File: src/shared/fsw_cfg.svh
// constants of the flash status and write-protect register logic
// assumes a 50 MHz system clock that oversamples the serial pins
`ifndef FSW_CFG_SVH
`define FSW_CFG_SVH

// ----------------------------------------------------------------
// command opcodes
// ----------------------------------------------------------------
`define FSW_OP_WREN      8'h06
`define FSW_OP_WRDI      8'h04
`define FSW_OP_VWREN     8'h50
`define FSW_OP_RDSR1     8'h05
`define FSW_OP_RDSR2     8'h35
`define FSW_OP_RDSR3     8'h15
`define FSW_OP_WRSR1     8'h01
`define FSW_OP_WRSR2     8'h31
`define FSW_OP_WRSR3     8'h11
`define FSW_OP_PP        8'h02
`define FSW_OP_SE        8'h20
`define FSW_OP_BE        8'hD8
`define FSW_OP_CE1       8'hC7
`define FSW_OP_CE2       8'h60
`define FSW_OP_RSTEN     8'h66
`define FSW_OP_RST       8'h99

// ----------------------------------------------------------------
// field positions
// ----------------------------------------------------------------
`define FSW_SR1_BUSY     0
`define FSW_SR1_WEL      1
`define FSW_SR1_BP_LO    2
`define FSW_SR1_TB       5
`define FSW_SR1_SEC      6
`define FSW_SR1_STATUS_PROTECT_LOWER     7
`define FSW_SR2_STATUS_PROTECT_UPPER     0
`define FSW_SR2_QE       1
`define FSW_SR2_LB_LO    3
`define FSW_SR2_CMP      6
`define FSW_SR2_SUS      7
`define FSW_SR3_WPS      2
`define FSW_SR3_HFM      4
`define FSW_SR3_DRV_LO   5
`define FSW_SR3_PIN_ROLE_SELECT     7

// ----------------------------------------------------------------
// reset values
// ----------------------------------------------------------------
`define FSW_DRV_RST      2'h3
`define FSW_HFM_RST      1'h1
`define FSW_WPS_RST      1'h0
`define FSW_BP_RST       3'h0
`define FSW_BIT_RST      1'h0

// ----------------------------------------------------------------
// array geometry and timing
// ----------------------------------------------------------------
`define FSW_ARRAY_BYTES  25'h1000000
`define FSW_BLOCK_SHIFT  16
`define FSW_SECTOR_SHIFT 12
`define FSW_CLK_MHZ      50
`define FSW_T_W_US       100
`define FSW_T_PP_US      400
`define FSW_T_SE_US      4000

`endif

File: src/shared/fsw_pkg.sv
// types of the flash status and write-protect register logic
// assumes fsw_cfg.svh holds all numeric constants
package fsw_pkg;

  // protection and configuration bits held in both copies
  typedef struct packed {
    logic       status_protect_upper;
    logic       status_protect_lower;
    logic       cmp;
    logic       qe;
    logic       sec;
    logic       tb;
    logic [2:0] bp;
    logic       pin_role_select;
    logic [1:0] drv;
    logic       high_frequency_select;
    logic       protect_scheme_select;
  } fsw_cfg_t;

  typedef enum logic [1:0] {
    FSW_IDLE  = 2'b00,
    FSW_WRSR  = 2'b01,
    FSW_PROG  = 2'b10,
    FSW_ERASE = 2'b11
  } fsw_op_t;

  typedef struct packed {
    logic cs_n;
    logic sclk;
    logic mosi;
    logic wp_n;
    logic hr_n;
  } fsw_pins_t;

  typedef struct packed {
    logic        sclk_q;
    logic        cs_q;
    logic [7:0]  sh_in;
    logic [2:0]  bitcnt;
    logic [2:0]  nbytes;
    logic [7:0]  cmd;
    logic [7:0]  d1;
    logic [7:0]  d2;
    logic [7:0]  d3;
    logic [7:0]  sh_out;
    logic        miso;
    logic        miso_oe;
    logic        write_enable_latch;
    logic        volwe;
    logic        rst_armed;
    fsw_op_t     op;
    logic [23:0] busy_cnt;
    fsw_cfg_t    nv;
    fsw_cfg_t    vol;
    logic [2:0]  lb;
    logic        reject;
    logic        hold_act;
  } fsw_state_t;

endpackage

File: src/verilog/fsw_sync.sv
// two-stage synchroniser for a group of pin inputs
// assumes each bit is a level from outside the clock domain
module fsw_sync #(
  parameter int W = 5
) (
  input  wire logic         clk,
  input  wire logic         srst,
  input  wire logic [W-1:0] d,
  output logic      [W-1:0] q
);

  logic [W-1:0] meta_r;

  // first stage feeds only the second stage
  always_ff @(posedge clk)
  begin
    if (srst)
    begin
      meta_r <= '1;
      q      <= '1;
    end
    else
    begin
      meta_r <= d;
      q      <= meta_r;
    end
  end

endmodule

File: src/verilog/fsw_top.sv
// status, configuration and write-protect registers of a serial flash
// assumes a mode-0 serial host, oversampled by CLK_SYS; SRST is power-up
`include "fsw_cfg.svh"

module fsw_top #(
  parameter int WRSR_CYCLES  = `FSW_T_W_US * `FSW_CLK_MHZ,
  parameter int PROG_CYCLES  = `FSW_T_PP_US * `FSW_CLK_MHZ,
  parameter int ERASE_CYCLES = `FSW_T_SE_US * `FSW_CLK_MHZ
) (
  input  wire logic       CLK_SYS,
  input  wire logic       SRST,
  input  wire logic       CS_N,
  input  wire logic       SCLK,
  input  wire logic       MOSI,
  input  wire logic       WP_N,
  input  wire logic       HOLD_RESET_N,
  output logic            MISO,
  output logic            MISO_OE,
  output logic [1:0]      DRIVE_STRENGTH,
  output logic            HIGH_FREQ_MODE,
  output logic            QUAD_MODE,
  output logic            HOLD_ACTIVE,
  output logic            BUSY,
  output logic            ARRAY_REJECT
);
  import fsw_pkg::*;

  fsw_pins_t  pin_raw;
  fsw_pins_t  pin;
  fsw_state_t st_r;
  fsw_state_t st_nxt;

  assign pin_raw = '{cs_n: CS_N, sclk: SCLK, mosi: MOSI, wp_n: WP_N, hr_n: HOLD_RESET_N};

  fsw_sync #(
    .W ($bits(fsw_pins_t))
  ) u_sync (
    .clk  (CLK_SYS),
    .srst (SRST),
    .d    (pin_raw),
    .q    (pin)
  );

  // ----------------------------------------------------------------
  // helpers
  // ----------------------------------------------------------------
  function automatic fsw_cfg_t cfg_reset();
    fsw_cfg_t c;
    c      = '0;
    c.bp   = `FSW_BP_RST;
    c.drv  = `FSW_DRV_RST;
    c.high_frequency_select  = `FSW_HFM_RST;
    c.protect_scheme_select  = `FSW_WPS_RST;
    return c;
  endfunction

  // lock-down clears on reset; other settings persist
  function automatic fsw_cfg_t cfg_unlock(fsw_cfg_t c);
    fsw_cfg_t r;
    r = c;
    if (c.status_protect_upper && !c.status_protect_lower)
    begin
      r.status_protect_upper = 1'b0;
    end
    return r;
  endfunction

  // store one status byte; read-only and reserved bits are skipped
  function automatic fsw_cfg_t cfg_write(fsw_cfg_t c, logic [1:0] idx, logic [7:0] d);
    fsw_cfg_t r;
    r = c;
    case (idx)
      2'h1:
      begin
        r.status_protect_lower = d[`FSW_SR1_STATUS_PROTECT_LOWER];
        r.sec  = d[`FSW_SR1_SEC];
        r.tb   = d[`FSW_SR1_TB];
        r.bp   = d[`FSW_SR1_BP_LO +: 3];
      end
      2'h2:
      begin
        r.status_protect_upper = d[`FSW_SR2_STATUS_PROTECT_UPPER];
        r.qe   = d[`FSW_SR2_QE];
        r.cmp  = d[`FSW_SR2_CMP];
      end
      2'h3:
      begin
        r.pin_role_select = d[`FSW_SR3_PIN_ROLE_SELECT];
        r.drv  = d[`FSW_SR3_DRV_LO +: 2];
        r.high_frequency_select  = d[`FSW_SR3_HFM];
        r.protect_scheme_select  = d[`FSW_SR3_WPS];
      end
      default:
      begin
        r = c;
      end
    endcase
    return r;
  endfunction

  // ----------------------------------------------------------------
  // status bytes and protection map
  // ----------------------------------------------------------------
  logic [7:0]  sr1;
  logic [7:0]  sr2;
  logic [7:0]  sr3;
  logic [23:0] addr;
  logic [24:0] span;
  logic        all_cov;
  logic        addr_cov;
  logic        addr_prot;
  logic        any_prot;
  logic        busy;

  assign busy = (st_r.op != FSW_IDLE);

  always_comb
  begin
    sr1 = 8'h00;
    sr2 = 8'h00;
    sr3 = 8'h00;
    sr1[`FSW_SR1_BUSY]      = busy;
    sr1[`FSW_SR1_WEL]       = st_r.write_enable_latch;
    sr1[`FSW_SR1_BP_LO +: 3] = st_r.vol.bp;
    sr1[`FSW_SR1_TB]        = st_r.vol.tb;
    sr1[`FSW_SR1_SEC]       = st_r.vol.sec;
    sr1[`FSW_SR1_STATUS_PROTECT_LOWER]      = st_r.vol.status_protect_lower;
    sr2[`FSW_SR2_STATUS_PROTECT_UPPER]      = st_r.vol.status_protect_upper;
    sr2[`FSW_SR2_QE]        = st_r.vol.qe;
    sr2[`FSW_SR2_LB_LO +: 3] = st_r.lb;
    sr2[`FSW_SR2_CMP]       = st_r.vol.cmp;
    sr3[`FSW_SR3_PIN_ROLE_SELECT]      = st_r.vol.pin_role_select;
    sr3[`FSW_SR3_DRV_LO +: 2] = st_r.vol.drv;
    sr3[`FSW_SR3_HFM]       = st_r.vol.high_frequency_select;
    sr3[`FSW_SR3_WPS]       = st_r.vol.protect_scheme_select;
  end

  // range doubles per step; top code with blocks covers the whole array
  always_comb
  begin
    addr     = {st_r.d1, st_r.d2, st_r.d3};
    span     = st_r.vol.sec ? (25'h1 << `FSW_SECTOR_SHIFT) : (25'h1 << `FSW_BLOCK_SHIFT);
    span     = span << (st_r.vol.bp - 3'h1);
    all_cov  = (st_r.vol.bp == 3'h7) && !st_r.vol.sec;
    if (st_r.vol.bp == 3'h0)
    begin
      addr_cov = 1'b0;
    end
    else if (all_cov)
    begin
      addr_cov = 1'b1;
    end
    else if (st_r.vol.tb)
    begin
      addr_cov = ({1'b0, addr} < span);
    end
    else
    begin
      addr_cov = ({1'b0, addr} >= (`FSW_ARRAY_BYTES - span));
    end
    addr_prot = st_r.vol.protect_scheme_select | (addr_cov ^ st_r.vol.cmp);
    any_prot  = st_r.vol.protect_scheme_select | (st_r.vol.cmp ? !all_cov : (st_r.vol.bp != 3'h0));
  end

  // ----------------------------------------------------------------
  // serial engine and command execution
  // ----------------------------------------------------------------
  logic       sclk_rise;
  logic       sclk_fall;
  logic       cs_rise;
  logic       cs_fall;
  logic       hw_reset;
  logic       sr_ok;
  logic       is_read;
  logic [7:0] rd_byte;
  logic [7:0] in_byte;
  logic [7:0] ecmd;

  always_comb
  begin
    st_nxt    = st_r;
    st_nxt.reject = 1'b0;
    st_nxt.sclk_q = pin.sclk;
    st_nxt.cs_q   = pin.cs_n;
    sclk_rise = pin.sclk && !st_r.sclk_q;
    sclk_fall = !pin.sclk && st_r.sclk_q;
    cs_rise   = pin.cs_n && !st_r.cs_q;
    cs_fall   = !pin.cs_n && st_r.cs_q;
    hw_reset  = st_r.vol.pin_role_select && !st_r.vol.qe && !pin.hr_n;
    st_nxt.hold_act = !st_r.vol.pin_role_select && !st_r.vol.qe && !pin.hr_n;
    in_byte   = {st_r.sh_in[6:0], pin.mosi};
    ecmd      = (st_r.nbytes == 3'h0) ? in_byte : st_r.cmd;
    is_read   = (ecmd == `FSW_OP_RDSR1) || (ecmd == `FSW_OP_RDSR2)
              || (ecmd == `FSW_OP_RDSR3);
    case (ecmd)
      `FSW_OP_RDSR2: rd_byte = sr2;
      `FSW_OP_RDSR3: rd_byte = sr3;
      default:       rd_byte = sr1;
    endcase
    // status protect decode
    case ({st_r.vol.status_protect_upper, st_r.vol.status_protect_lower})
      2'b00:   sr_ok = 1'b1;
      2'b01:   sr_ok = pin.wp_n || st_r.vol.qe;
      default: sr_ok = 1'b0;
    endcase

    // busy countdown
    if (busy)
    begin
      if (st_r.busy_cnt <= 24'h1)
      begin
        st_nxt.op       = FSW_IDLE;
        st_nxt.busy_cnt = 24'h0;
      end
      else
      begin
        st_nxt.busy_cnt = st_r.busy_cnt - 24'h1;
      end
    end

    if (cs_fall || pin.cs_n)
    begin
      st_nxt.bitcnt  = 3'h0;
      st_nxt.nbytes  = 3'h0;
      st_nxt.miso_oe = pin.cs_n ? 1'b0 : st_r.miso_oe;
    end
    if (!pin.cs_n && !st_r.hold_act && sclk_rise)
    begin
      st_nxt.sh_in  = in_byte;
      st_nxt.bitcnt = st_r.bitcnt + 3'h1;
      if (st_r.bitcnt == 3'h7)
      begin
        case (st_r.nbytes)
          3'h0:    st_nxt.cmd = in_byte;
          3'h1:    st_nxt.d1  = in_byte;
          3'h2:    st_nxt.d2  = in_byte;
          3'h3:    st_nxt.d3  = in_byte;
          default: st_nxt.d3  = st_r.d3;
        endcase
        if (st_r.nbytes != 3'h7)
        begin
          st_nxt.nbytes = st_r.nbytes + 3'h1;
        end
      end
    end
    // output shifts on falling edges; status refreshed each byte
    if (!pin.cs_n && !st_r.hold_act && sclk_fall && st_r.nbytes != 3'h0 && is_read)
    begin
      st_nxt.miso_oe = 1'b1;
      if (st_r.bitcnt == 3'h0)
      begin
        st_nxt.miso   = rd_byte[7];
        st_nxt.sh_out = {rd_byte[6:0], 1'b0};
      end
      else
      begin
        st_nxt.miso   = st_r.sh_out[7];
        st_nxt.sh_out = {st_r.sh_out[6:0], 1'b0};
      end
    end

    // commands act at chip-select release on a byte boundary
    if (cs_rise && st_r.bitcnt == 3'h0 && st_r.nbytes != 3'h0 && !busy)
    begin
      st_nxt.rst_armed = 1'b0;
      case (st_r.cmd)
        `FSW_OP_WREN:  st_nxt.write_enable_latch = 1'b1;
        `FSW_OP_VWREN: st_nxt.volwe = 1'b1;
        `FSW_OP_WRDI:
        begin
          st_nxt.write_enable_latch   = 1'b0;
          st_nxt.volwe = 1'b0;
        end
        `FSW_OP_WRSR1, `FSW_OP_WRSR2, `FSW_OP_WRSR3:
        begin
          if (st_r.nbytes >= 3'h2 && (st_r.write_enable_latch || st_r.volwe))
          begin
            st_nxt.write_enable_latch   = 1'b0;
            st_nxt.volwe = 1'b0;
            if (sr_ok)
            begin
              if (st_r.cmd == `FSW_OP_WRSR1)
              begin
                st_nxt.vol = cfg_write(st_r.vol, 2'h1, st_r.d1);
                if (st_r.nbytes >= 3'h3)
                begin
                  st_nxt.vol = cfg_write(cfg_write(st_r.vol, 2'h1, st_r.d1), 2'h2, st_r.d2);
                end
              end
              else
              begin
                st_nxt.vol = cfg_write(st_r.vol, (st_r.cmd == `FSW_OP_WRSR2) ? 2'h2 : 2'h3,
                                       st_r.d1);
              end
              if (st_r.write_enable_latch)
              begin
                st_nxt.nv       = st_nxt.vol;
                st_nxt.op       = FSW_WRSR;
                st_nxt.busy_cnt = 24'(WRSR_CYCLES);
                if (st_r.cmd == `FSW_OP_WRSR2)
                begin
                  st_nxt.lb = st_r.lb | st_r.d1[`FSW_SR2_LB_LO +: 3];
                end
                else if (st_r.cmd == `FSW_OP_WRSR1 && st_r.nbytes >= 3'h3)
                begin
                  st_nxt.lb = st_r.lb | st_r.d2[`FSW_SR2_LB_LO +: 3];
                end
              end
            end
          end
        end
        `FSW_OP_PP, `FSW_OP_SE, `FSW_OP_BE, `FSW_OP_CE1, `FSW_OP_CE2:
        begin
          if (st_r.write_enable_latch && ((st_r.cmd == `FSW_OP_PP && st_r.nbytes >= 3'h5)
              || ((st_r.cmd == `FSW_OP_SE || st_r.cmd == `FSW_OP_BE) && st_r.nbytes == 3'h4)
              || ((st_r.cmd == `FSW_OP_CE1 || st_r.cmd == `FSW_OP_CE2)
                  && st_r.nbytes == 3'h1)))
          begin
            st_nxt.write_enable_latch = 1'b0;
            if ((st_r.nbytes == 3'h1) ? any_prot : addr_prot)
            begin
              st_nxt.reject = 1'b1;
            end
            else if (st_r.cmd == `FSW_OP_PP)
            begin
              st_nxt.op       = FSW_PROG;
              st_nxt.busy_cnt = 24'(PROG_CYCLES);
            end
            else
            begin
              st_nxt.op       = FSW_ERASE;
              st_nxt.busy_cnt = 24'(ERASE_CYCLES);
            end
          end
        end
        `FSW_OP_RSTEN: st_nxt.rst_armed = 1'b1;
        `FSW_OP_RST:
        begin
          if (st_r.rst_armed)
          begin
            st_nxt.nv    = cfg_unlock(st_r.nv);
            st_nxt.vol   = cfg_unlock(st_r.nv);
            st_nxt.write_enable_latch   = 1'b0;
            st_nxt.volwe = 1'b0;
          end
        end
        default: st_nxt.rst_armed = 1'b0;
      endcase
    end

    // pin reset aborts everything and reloads like a soft reset
    if (hw_reset)
    begin
      st_nxt.nv       = cfg_unlock(st_r.nv);
      st_nxt.vol      = cfg_unlock(st_r.nv);
      st_nxt.write_enable_latch      = 1'b0;
      st_nxt.volwe    = 1'b0;
      st_nxt.rst_armed = 1'b0;
      st_nxt.op       = FSW_IDLE;
      st_nxt.busy_cnt = 24'h0;
      st_nxt.bitcnt   = 3'h0;
      st_nxt.nbytes   = 3'h0;
      st_nxt.miso_oe  = 1'b0;
    end
  end

  always_ff @(posedge CLK_SYS)
  begin
    if (SRST)
    begin
      st_r        <= '0;
      st_r.sclk_q <= 1'b0;
      st_r.cs_q   <= 1'b1;
      st_r.op     <= FSW_IDLE;
      st_r.nv     <= cfg_reset();
      st_r.vol    <= cfg_reset();
    end
    else
    begin
      st_r <= st_nxt;
    end
  end

  assign MISO           = st_r.miso;
  assign MISO_OE        = st_r.miso_oe;
  assign DRIVE_STRENGTH = st_r.vol.drv;
  assign HIGH_FREQ_MODE = st_r.vol.high_frequency_select;
  assign QUAD_MODE      = st_r.vol.qe;
  assign HOLD_ACTIVE    = st_r.hold_act;
  assign BUSY           = (st_r.op != FSW_IDLE);
  assign ARRAY_REJECT   = st_r.reject;

endmodule
File: config.mk
export PLATFORM = sky130hd
export DESIGN_NAME = fsw_top
export DESIGN_NICKNAME = d
export VERILOG_FILES = /design/src/shared/fsw_pkg.sv /design/src/verilog/fsw_sync.sv /design/src/verilog/fsw_top.sv
export VERILOG_INCLUDE_DIRS = /design/src /design/src/shared
export SDC_FILE = /design/constraint.sdc
export NUM_CORES = 1
export LEC_CHECK = 0
export BUFFER_PORTS_ARGS = -buffer_cell sky130_fd_sc_hd__buf_2
export CORE_MARGIN = 2
export CORE_UTILIZATION = 50
export CTS_CLUSTER_SIZE = 40
export DETAILED_ROUTE_END_ITERATION = 10
export GPL_TIMING_DRIVEN = 0
export PLACE_DENSITY = 0.66
export RECOVER_POWER = 50
export REMOVE_ABC_BUFFERS = 1
export SYNTH_ARGS = -nofsm -noshare
export SYNTH_HDL_FRONTEND = slang
export SYNTH_SLANG_ARGS = --single-unit
export TNS_END_PERCENT = 20
File: constraint.sdc
create_clock -name CLK_SYS -period 5.45 [get_ports CLK_SYS]
set_input_delay 0.545 -clock CLK_SYS [delete_from_list [all_inputs] [get_ports CLK_SYS]]
set_output_delay 0.545 -clock CLK_SYS [all_outputs]
set_load 0.03 [all_outputs]
# [Word level (Yosys, flattened, before mapping)]
# Index checks and enable logic that the tools add are counted.
[classes] n_lt_le_gt_ge=6 mux=56 shifts=1 n_eq_ne=34 bitwise_logic=10 addsub=5 n_reduce_logical=75
[ops] op="57-bit two-way mux" n=2
[ops] op="26-bit two-way mux" n=3
[ops] op="58-bit two-way mux" n=1
[ops] op="28-bit two-way mux" n=2
[ops] op="28-bit one-hot mux with 2 select lines" n=1
[ops] op="26-bit one-hot mux with 2 select lines" n=1
[ops] op="40-bit two-way mux" n=1
[ops] op="38-bit two-way mux" n=1
[ops] op="35-bit two-way mux" n=1
[ops] op="8-bit two-way mux" n=4
[ops] op="14-bit two-way mux" n=2
[ops] op="24-bit by 25-bit greater-or-equal comparator with 1-bit output" n=1
[ops] op="24-bit by 25-bit < comparator with 1-bit output" n=1
[ops] op="25-bit two-way mux" n=1
[ops] op="17-bit by 3-bit left shift with 25-bit output" n=1
[ops] op="25-bit subtractor (first input constant)" n=1
[ops] op="8-bit by 3-bit == test with 1-bit output (second input constant)" n=3
[ops] op="8-bit by 6-bit == test with 1-bit output (second input constant)" n=3
[ops] op="8-bit by 7-bit == test with 1-bit output (second input constant)" n=3
[ops] op="8-bit == test (second input constant)" n=3
[ops] op="24-bit by 1-bit <= comparator with 1-bit output (second input constant)" n=1
[ops] op="1-bit logical AND" n=24
[ops] op="24-bit two-way mux" n=1
[ops] op="24-bit by 1-bit subtractor with 24-bit output (second input constant)" n=1
[ops] op="47 further kinds" n=124
[word_totals] out_inout_bits=9 in_bits=7 ff_bits=129 word_cells=231

# [Depth between registers and ports, before layout]
# Gate-level depths: netlist of run 1.
[logic_depth] depth_word=15 depth_mapped=23 depth_no_buf=18

# [Hierarchy]
# From an unflattened synthesis of run 1, not the netlist that was laid out.
[unflattened] hier_cells=847 hier_area_um2=6736.5
[modules_own_cells] mod="fsw_top" seq_area_each_um2=2182.1 instances=1 cells_each=827 area_per_inst_um2=6473.7
[modules_own_cells] mod="fsw_sync" seq_area_each_um2=200.2 instances=1 cells_each=20 area_per_inst_um2=262.8

# [Worst setup path before layout of run 1]
# OpenSTA, ideal clock, no wires.
[synth_timing] kind="register to register" from="register st_r, in the netlist sr1[2]" to="register st_r[34] (netlist bit)" setup_time_ps=117 path_buffers=4 arrival_ps=4517 stages_incl_launch_ff=22 synth_period_minus_slack_ps=4633 slack_ps=817 t_required_ps=5333 path_cell_list="dfxtp_1 > clkbuf_1 > inv_1 > ha_1 > xnor2_2 > and2_0 > clkbuf_1 > nand3_1 > ha_1 > clkbuf_1 > a22o_1 > a32o_1 > ha_1 > a21o_1 > a221o_1 > a21oi_1 > o22ai_1 > o31ai_1 > nand4_1 > a21oi_2 > buf_6 > nor2_1"
[synth_between] elab_chain_cells=14 elab_cells_between_ends=22 cone_classes="add/sub: 2; order compare: 2; eq/ne: 1; shift: 1; mux: 9; bitwise: 3; reduce/logical: 4"
[synth_rtl] item="from (decl)" line="fsw_top.sv:30" text="fsw_state_t st_r;"
[synth_rtl] item="from (signal assigned)" line="fsw_top.sv:380" text="st_r <= st_nxt;"
[synth_rtl] item="3-bit by 1-bit subtractor with 3-bit output" line="fsw_top.sv:143" text="span = span << (st_r.vol.bp - 3'h1);"
[synth_rtl] item="17-bit by 3-bit left shift with 25-bit output" line="fsw_top.sv:143"
[synth_rtl] item="25-bit subtractor (no line)"
[synth_rtl] item="24-bit by 25-bit greater-or-equal comparator with 1-bit output" line="fsw_top.sv:159" text="addr_cov = ({1'b0, addr} >= (`FSW_ARRAY_BYTES - span));"
[synth_rtl] item="1-bit two-way mux" line="fsw_top.sv:153" text="else if (st_r.vol.tb)"
[synth_rtl] item="1-bit two-way mux" line="fsw_top.sv:149" text="else if (all_cov)"
[synth_rtl] item="1-bit two-way mux" line="fsw_top.sv:145" text="if (st_r.vol.bp == 3'h0)"
[synth_rtl] item="1-bit bitwise XOR" line="fsw_top.sv:161" text="addr_prot = st_r.vol.protect_scheme_select | (addr_cov ^ st_r.vol.cmp);"
[synth_rtl] item="1-bit OR" line="fsw_top.sv:161"
[synth_rtl] item="1-bit two-way mux (*)" line="fsw_top.sv:320" text="if ((st_r.nbytes == 3'h1) ? any_prot : addr_prot)"
[synth_rtl] item="26-bit two-way mux (*)" line="fsw_top.sv:320"
[synth_rtl] item="26-bit two-way mux (*)" line="fsw_top.sv:314" text="if (st_r.write_enable_latch && ((st_r.cmd == `FSW_OP_PP && st_r.nbytes >= 3'h5)"
[synth_rtl] item="26-bit one-hot mux with 2 select lines (*)" line="fsw_top.sv:266" text="case (st_r.cmd)"
[synth_rtl] item="58-bit two-way mux (*)" line="fsw_top.sv:263" text="if (cs_rise && st_r.bitcnt == 3'h0 && st_r.nbytes != 3'h0 && !busy)"
# Every way passes the cells marked *; elsewhere a longest branch is shown, timed or not. The select of a mux whose other input is x is not followed.
# A chain may end at the register's enable or synchronous reset.

# [Final worst setup path of run 1]
[layout_timing] from="register st_r, in the netlist sr1[2]" to="register st_r[42] (netlist bit)"
# Same word-level chain as after synthesis.

==> impl_metrics.tcl, run 1 <==
set metrics [dict create \
    synth-main-ff-cell "dfxtp_1" \
    synth-async-reset-ratio_pct 0 \
    power_per_cell_area_nw_per_um2 266 \
    netlist_area_um2 6680 \
    pwr-share-seq_pct 44.9 \
    critPathMaxStageDelay_ns 0.63 \
    final_common_cell "nand2_1" \
    status "complete, but fails checks" \
    setup_viol 0 \
    utilization_pct 56.2 \
    layout_setup_ws_ns 0.381 \
    clockPowerShare_pct 53.3 \
    peakVddDrop_uv 216 \
    htreeDepth 4 \
    clock_latency_ns 0.42 \
    worstSetupPathType "reg -> reg" \
    min_period_ns 5.07 \
    cts.clk_slew.worst_paths_ns 0.06 \
    cts_buffers 17 \
    period_share_pct 93.0 \
    p_comb_share_pct 1.8 \
    ys_ff_latch 119 \
    synth_edf_count 0 \
    die_w_um 120 \
    clock.fmax_ghz 0.197 \
    dp_cells 992 \
    crit_path_start_kind "register" \
    clock-root-buffer "clkbuf_16" \
    grt_pass1_wl_um 28800 \
    rsz0062_at_grt "no" \
    antenna_cells 0 \
    wl_per_cell_um 17.1 \
    design_power_total_w 0.00196 \
    maxCapViolations 1 \
    drive_above_1_share_pct 7.76 \
    drc_errors 0 \
    yosysSeqAreaShare_pct 35.7 \
    switching_share_pct 21.7 \
    vias_per_cell 5.95 \
    num-nets-final 882 \
    num_vias 6105 \
    p_int_w 0.00154 \
    syn_area_per_cell_um2 7.90 \
    worstPathRequired_ns 5.78 \
    floorplan.initialDensity_pct 50.8 \
    grt_overflow_total 0 \
    initialDrtViolationCount 450 \
    crit_slowest_cell "or4_1" \
    endpoint_kind "register" \
    io_pins 16 \
    worstMarginPinSlew_ns 3.56 \
    place.gp.congestion 0.873 \
    die_h_um 120 \
    slew_headroom_pct -138 \
    fin_area_um2 7380 \
    power_switching_w 0.000426 \
    dp_hpwl_um 12600 \
    min_path_type "in -> reg" \
    ys_types 68 \
    cts_hold_buffers 0 \
    routed_wl_um 17600 \
    cpMostUsedCell "ha_1" \
    crit_chain "inv_1 > ha_1 > xnor2_2 > and2_0 > nand3_1 > ha_1 > a22o_1 > a32o_1 > ha_1 > a21o_1 > a221o_1 > a21oi_1 > o22ai_1 > or4_1 > nand3_1 > nand2_1 > o21ai_0" \
    arrival_ns 5.40 \
    grt_pass1_vias 5809 \
    slew_violations 86 \
    fin_cells 1026 \
    synth_top_area_cell "dfxtp_1" \
    pre_cts_ws_ns -0.239 \
    rows 42 \
    cts_buffer_depth 2 \
    final_cell_mix "119 x nand2_1, 118 x dfxtp_1, 96 x nor2_1" \
    port_buffers 15 \
    synthTopCellsByArea "dfxtp_1 36%, ha_1 7.1%, nand2_1 6.7%" \
    cts_sinks 119 \
    antenna_found_initial 0 \
    syn2layout_area_growth_pct 10.5 \
    crit_fanout 11 \
    core_um2 13100 \
    cellLeakagePower_nw 2.92 \
    synth_top_cell_area_share_pct 35.7 \
    violations "capacitance limit, slew limit" \
    finalHoldViolCount 0 \
    fin_skew_ns 0.0108 \
    grt_start_max_net_pins 86 \
    place_area_um2 6790 \
    dieArea_um2 14300 \
    grt.total_usage_pct 25.2 \
    cts_tree "yes" \
    dr.pass1.iters 5 \
    yosys_warnings 0 \
    syn_inst 845 \
    postRouteAntennaNets 0 \
]
synth_stat cells (6+ instances only):
master	n
nor3b_1	8
o211ai_1	8
o22ai_1	7
nand3_1	40
clkbuf_1	34
nand2b_1	10
inv_1	21
ha_1	38
nor3_1	31
or2_2	11
nand2_1	119
buf_2	7
nor4_1	12
a21oi_1	71
nand4_1	6
nor2_1	95
xor2_1	14
nor2b_1	8
o21ai_0	22
a211oi_1	12
a211o_1	6
xnor2_1	12
a21o_1	8
a221oi_1	7
mux2i_1	29
and3_1	12
dfxtp_1	119
sequential cells by signal, summed over array words and instances, names as in the netlist, 2 cells and up:
signal,cells
st_r,65
addr,15
in_byte,7
sr1,7
sr2,5
u_sync.meta_r,5
u_sync.q,5
DRIVE_STRENGTH,2
sr3,2
per-stage QoR:
step	hold WS, ns	TNS (ns)
3_5_place_dp	0.394	-2.07
6_report	0.298	0
5_1_grt	0.292	0
4_1_cts	0.287	0
2_1_floorplan	0.389	0
3_3_place_gp	0.391	-0.647
worst paths after layout:
path         cells past startpoint  slack, ns                to              from
max reg2reg                     17       0.38          st_r[42]            sr1[2]
max                             17       0.38          st_r[42]            sr1[2]
min reg2reg                      1       0.41       u_sync.q[2]  u_sync.meta_r[2]
min                              2       0.30  u_sync.meta_r[2]              MOSI
what timing repair did:
item,4_1_cts,5_1_grt
setup buffers,0,1
hold endpoints to repair,0,0
gates resized for setup,2,1
setup endpoints to repair,14,23
pin swaps,0,1
worst max-delay path: cells and delay by family, from the launching register on:
| family | cells | cell delay (ns) |
|---|---|---|
| DFF | 1 | 0.48 |
| and+or+nand+nor | 5 | 1.59 |
| AOI/OAI and AO/OA | 7 | 1.51 |
| xor gates and xnor gates | 1 | 0.30 |
| buffers and inverters | 1 | 0.19 |
| adders and majority gates | 3 | 0.91 |
cell type report:
| class | count | area [um^2] |
|---|---|---|
| fill | 1213 | 5760 |
| inverter | 22 | 82.6 |
| clock inverter | 11 | 101 |
| clock buffer | 21 | 460 |
| sequential | 119 | 2380 |
| timing repair buffer | 18 | 98.8 |
| tap | 176 | 220 |
| multi-input combinational | 659 | 4030 |
power groups by stage:
stage / clock, W / sequential (W) / combinational (W)
2_1_floorplan: 0 / 0.000897 / 0.0000175
3_5_place_dp: 0 / 0.000898 / 0.0000357
3_3_place_gp: 0 / 0.000898 / 0.0000345
6_report: 0.00105 / 0.000880 / 0.0000360
5_1_grt: 0.00110 / 0.000880 / 0.0000401
4_1_cts: 0.00106 / 0.000880 / 0.0000359
routing by layer:
layer	track usage, %	vias up	routed length, um
met3	5.18	30	872
met2	43.9	175	8790
li1	-	2975	-
met1	30.5	2925	7560
met5	0	-	0
met4	9.63	0	331
cell families (layout without fill, tap and decap cells):
family | Yosys count | after routing | synth area share, %
AO/OA/AOI/OAI | 175 | 175 | 16.5
XOR/XNOR | 27 | 27 | 3.65
adder cells (fa/ha/maj) | 38 | 38 | 7.12
buffers and inverters | 67 | 72 | 4.18
flip-flops | 119 | 119 | 35.7
multiplexers | 31 | 31 | 4.69
other | 1 | 1 | 0.0562
AND/OR/NAND/NOR | 387 | 387 | 28.1
Note: power is estimated with default switching activity, not from simulation.
==> inputs of run 2 (changes only) <==
- CORE_MARGIN: 2 -> not set
==> impl_metrics.tcl, run 2 (synthesis results as in run 1) <==
set metrics [dict create \
    status "complete, but fails checks" \
    violations "capacitance limit, slew limit" \
    fin_skew_ns 0.00919 \
    cts_buffer_depth 2 \
    worstMarginPinSlew_ns 3.63 \
    slew_headroom_pct -142 \
    postRouteAntennaNets 0 \
    utilization_pct 57.1 \
    worstPathRequired_ns 5.73 \
    grt_start_max_net_pins 86 \
    drc_errors 0 \
    cts_buffers 17 \
    clock-root-buffer "clkbuf_16" \
    grt.total_usage_pct 25.7 \
    place.gp.congestion 0.898 \
    drive_above_1_share_pct 6.97 \
    die_h_um 118 \
    port_buffers 15 \
    dieArea_um2 13800 \
    finalHoldViolCount 0 \
    final_cell_mix "119 x nand2_1, 118 x dfxtp_1, 96 x nor2_1" \
    r2r_slack_ns 0.31 \
    num_vias 5961 \
    routed_wl_um 16900 \
    rsz0062_at_grt "no" \
    rows 41 \
    final_common_cell "nand2_1" \
    setup_viol 0 \
    num-nets-final 880 \
    dp_hpwl_um 11900 \
    peakVddDrop_uv 230 \
    clock_latency_ns 0.42 \
    fin_area_um2 7330 \
    worstSetupPathType "reg -> reg" \
    grt_pass1_vias 5589 \
    period_share_pct 94.4 \
    place_area_um2 6780 \
    min_path_type "in -> reg" \
    syn2layout_area_growth_pct 9.75 \
    min_period_ns 5.14 \
    dr.pass1.iters 4 \
    final.setup.tns_ns 0 \
    cts_hold_buffers 0 \
    grt_pass1_wl_um 28400 \
    slew_violations 86 \
    multi_input_area_um2 4040 \
    crit_path_start_kind "register" \
    fin_worst_hold_slack_ns 0.309 \
    regMostFlops "st_r" \
    clock.fmax_ghz 0.194 \
    regArea_um2 2380 \
    grt_overflow_total 0 \
    io_pins 16 \
    vias_per_cell 5.84 \
    power_per_cell_area_nw_per_um2 263 \
    largest_register_ffs 65 \
    cts_tree "yes" \
    crit_fanout 11 \
    initialDrtViolationCount 450 \
    htreeDepth 4 \
    cellLeakagePower_nw 2.91 \
    endpoint_kind "register" \
    cts.clk_slew.worst_paths_ns 0.05 \
    core_um2 12800 \
    die_w_um 118 \
    arrival_ns 5.42 \
    floorplan.initialDensity_pct 52.1 \
    antenna_found_initial 1 \
    cts_sinks 119 \
    final.fill_count 1149 \
    maxCapViolations 1 \
    wl_per_cell_um 16.6 \
]
==> run 2: cell type report <==
| type | instances | share of cell area [%] |
|---|---|---|
| Multi-Input combinational cell | 659 | 55.1 |
| Sequential cell | 119 | 32.5 |
| Clock buffer | 28 | 7.05 |
| Tap cell | 172 | 2.94 |
| Inverter | 22 | 1.13 |
| Timing Repair Buffer | 16 | 0.973 |
| Clock inverter | 3 | 0.205 |
| Antenna cell | 1 | 0.0342 |
==> run 2: routing by layer <==
metal | track usage (%) | up-vias | part of all wire [%]
met3 | 6.78 | 24 | 5.3
met2 | 39.9 | 173 | 45
met5 | 0 | - | 0
li1 | - | 2969 | -
met1 | 34.8 | 2795 | 48
met4 | 7.37 | 0 | 1.7
==> run 2: worst max-delay path, stage by stage, from the launching register on <==
cell	delay [ns]
dfxtp_2	0.50
inv_1	0.20
ha_1	0.27
xnor2_2	0.33
and2_0	0.34
nand3_1	0.18
ha_1	0.38
a22o_1	0.25
a32o_1	0.20
ha_1	0.29
a21o_1	0.19
a221o_1	0.34
a21oi_1	0.12
o22ai_1	0.15
or4_1	0.65
and3_1	0.25
o21ai_0	0.24
o21ai_0	0.12
==> run 2: per-stage QoR <==
stage	worst slack [ns]	instances	power, W
2_1_floorplan	0.892	800	0.000915
3_3_place_gp	-0.267	987	0.000932
3_5_place_dp	-0.357	987	0.000933
4_1_cts	0.0187	1018	0.00194
5_1_grt	0.0415	1019	0.00199
6_report	0.306	1020	0.00193
==> run 2: power by group <==
part	internal [W]	leakage, nW	switching (W)
Clock	0.000635	0.264	0.000375
Combinational	0.0000108	1.68	0.0000244
Sequential	0.000877	0.962	0.00000367
Total	0.00152	2.91	0.000403
==> run 2: path summary, 6_finish.rpt <==
kind	start	endpoint	cells past startpoint
worst max-delay path	sr1[2]	st_r[57]	17
worst min-delay path	SCLK	u_sync.meta_r[3]	2
worst max register to register	sr1[2]	st_r[57]	17
worst min register to register	u_sync.meta_r[4]	u_sync.q[4]	1
==> run 2: repair_timing <==
item	4_1_cts	5_1_grt
buffers inserted	0	0
endpoints found under the setup margin	16	23
gates resized for setup	2	2
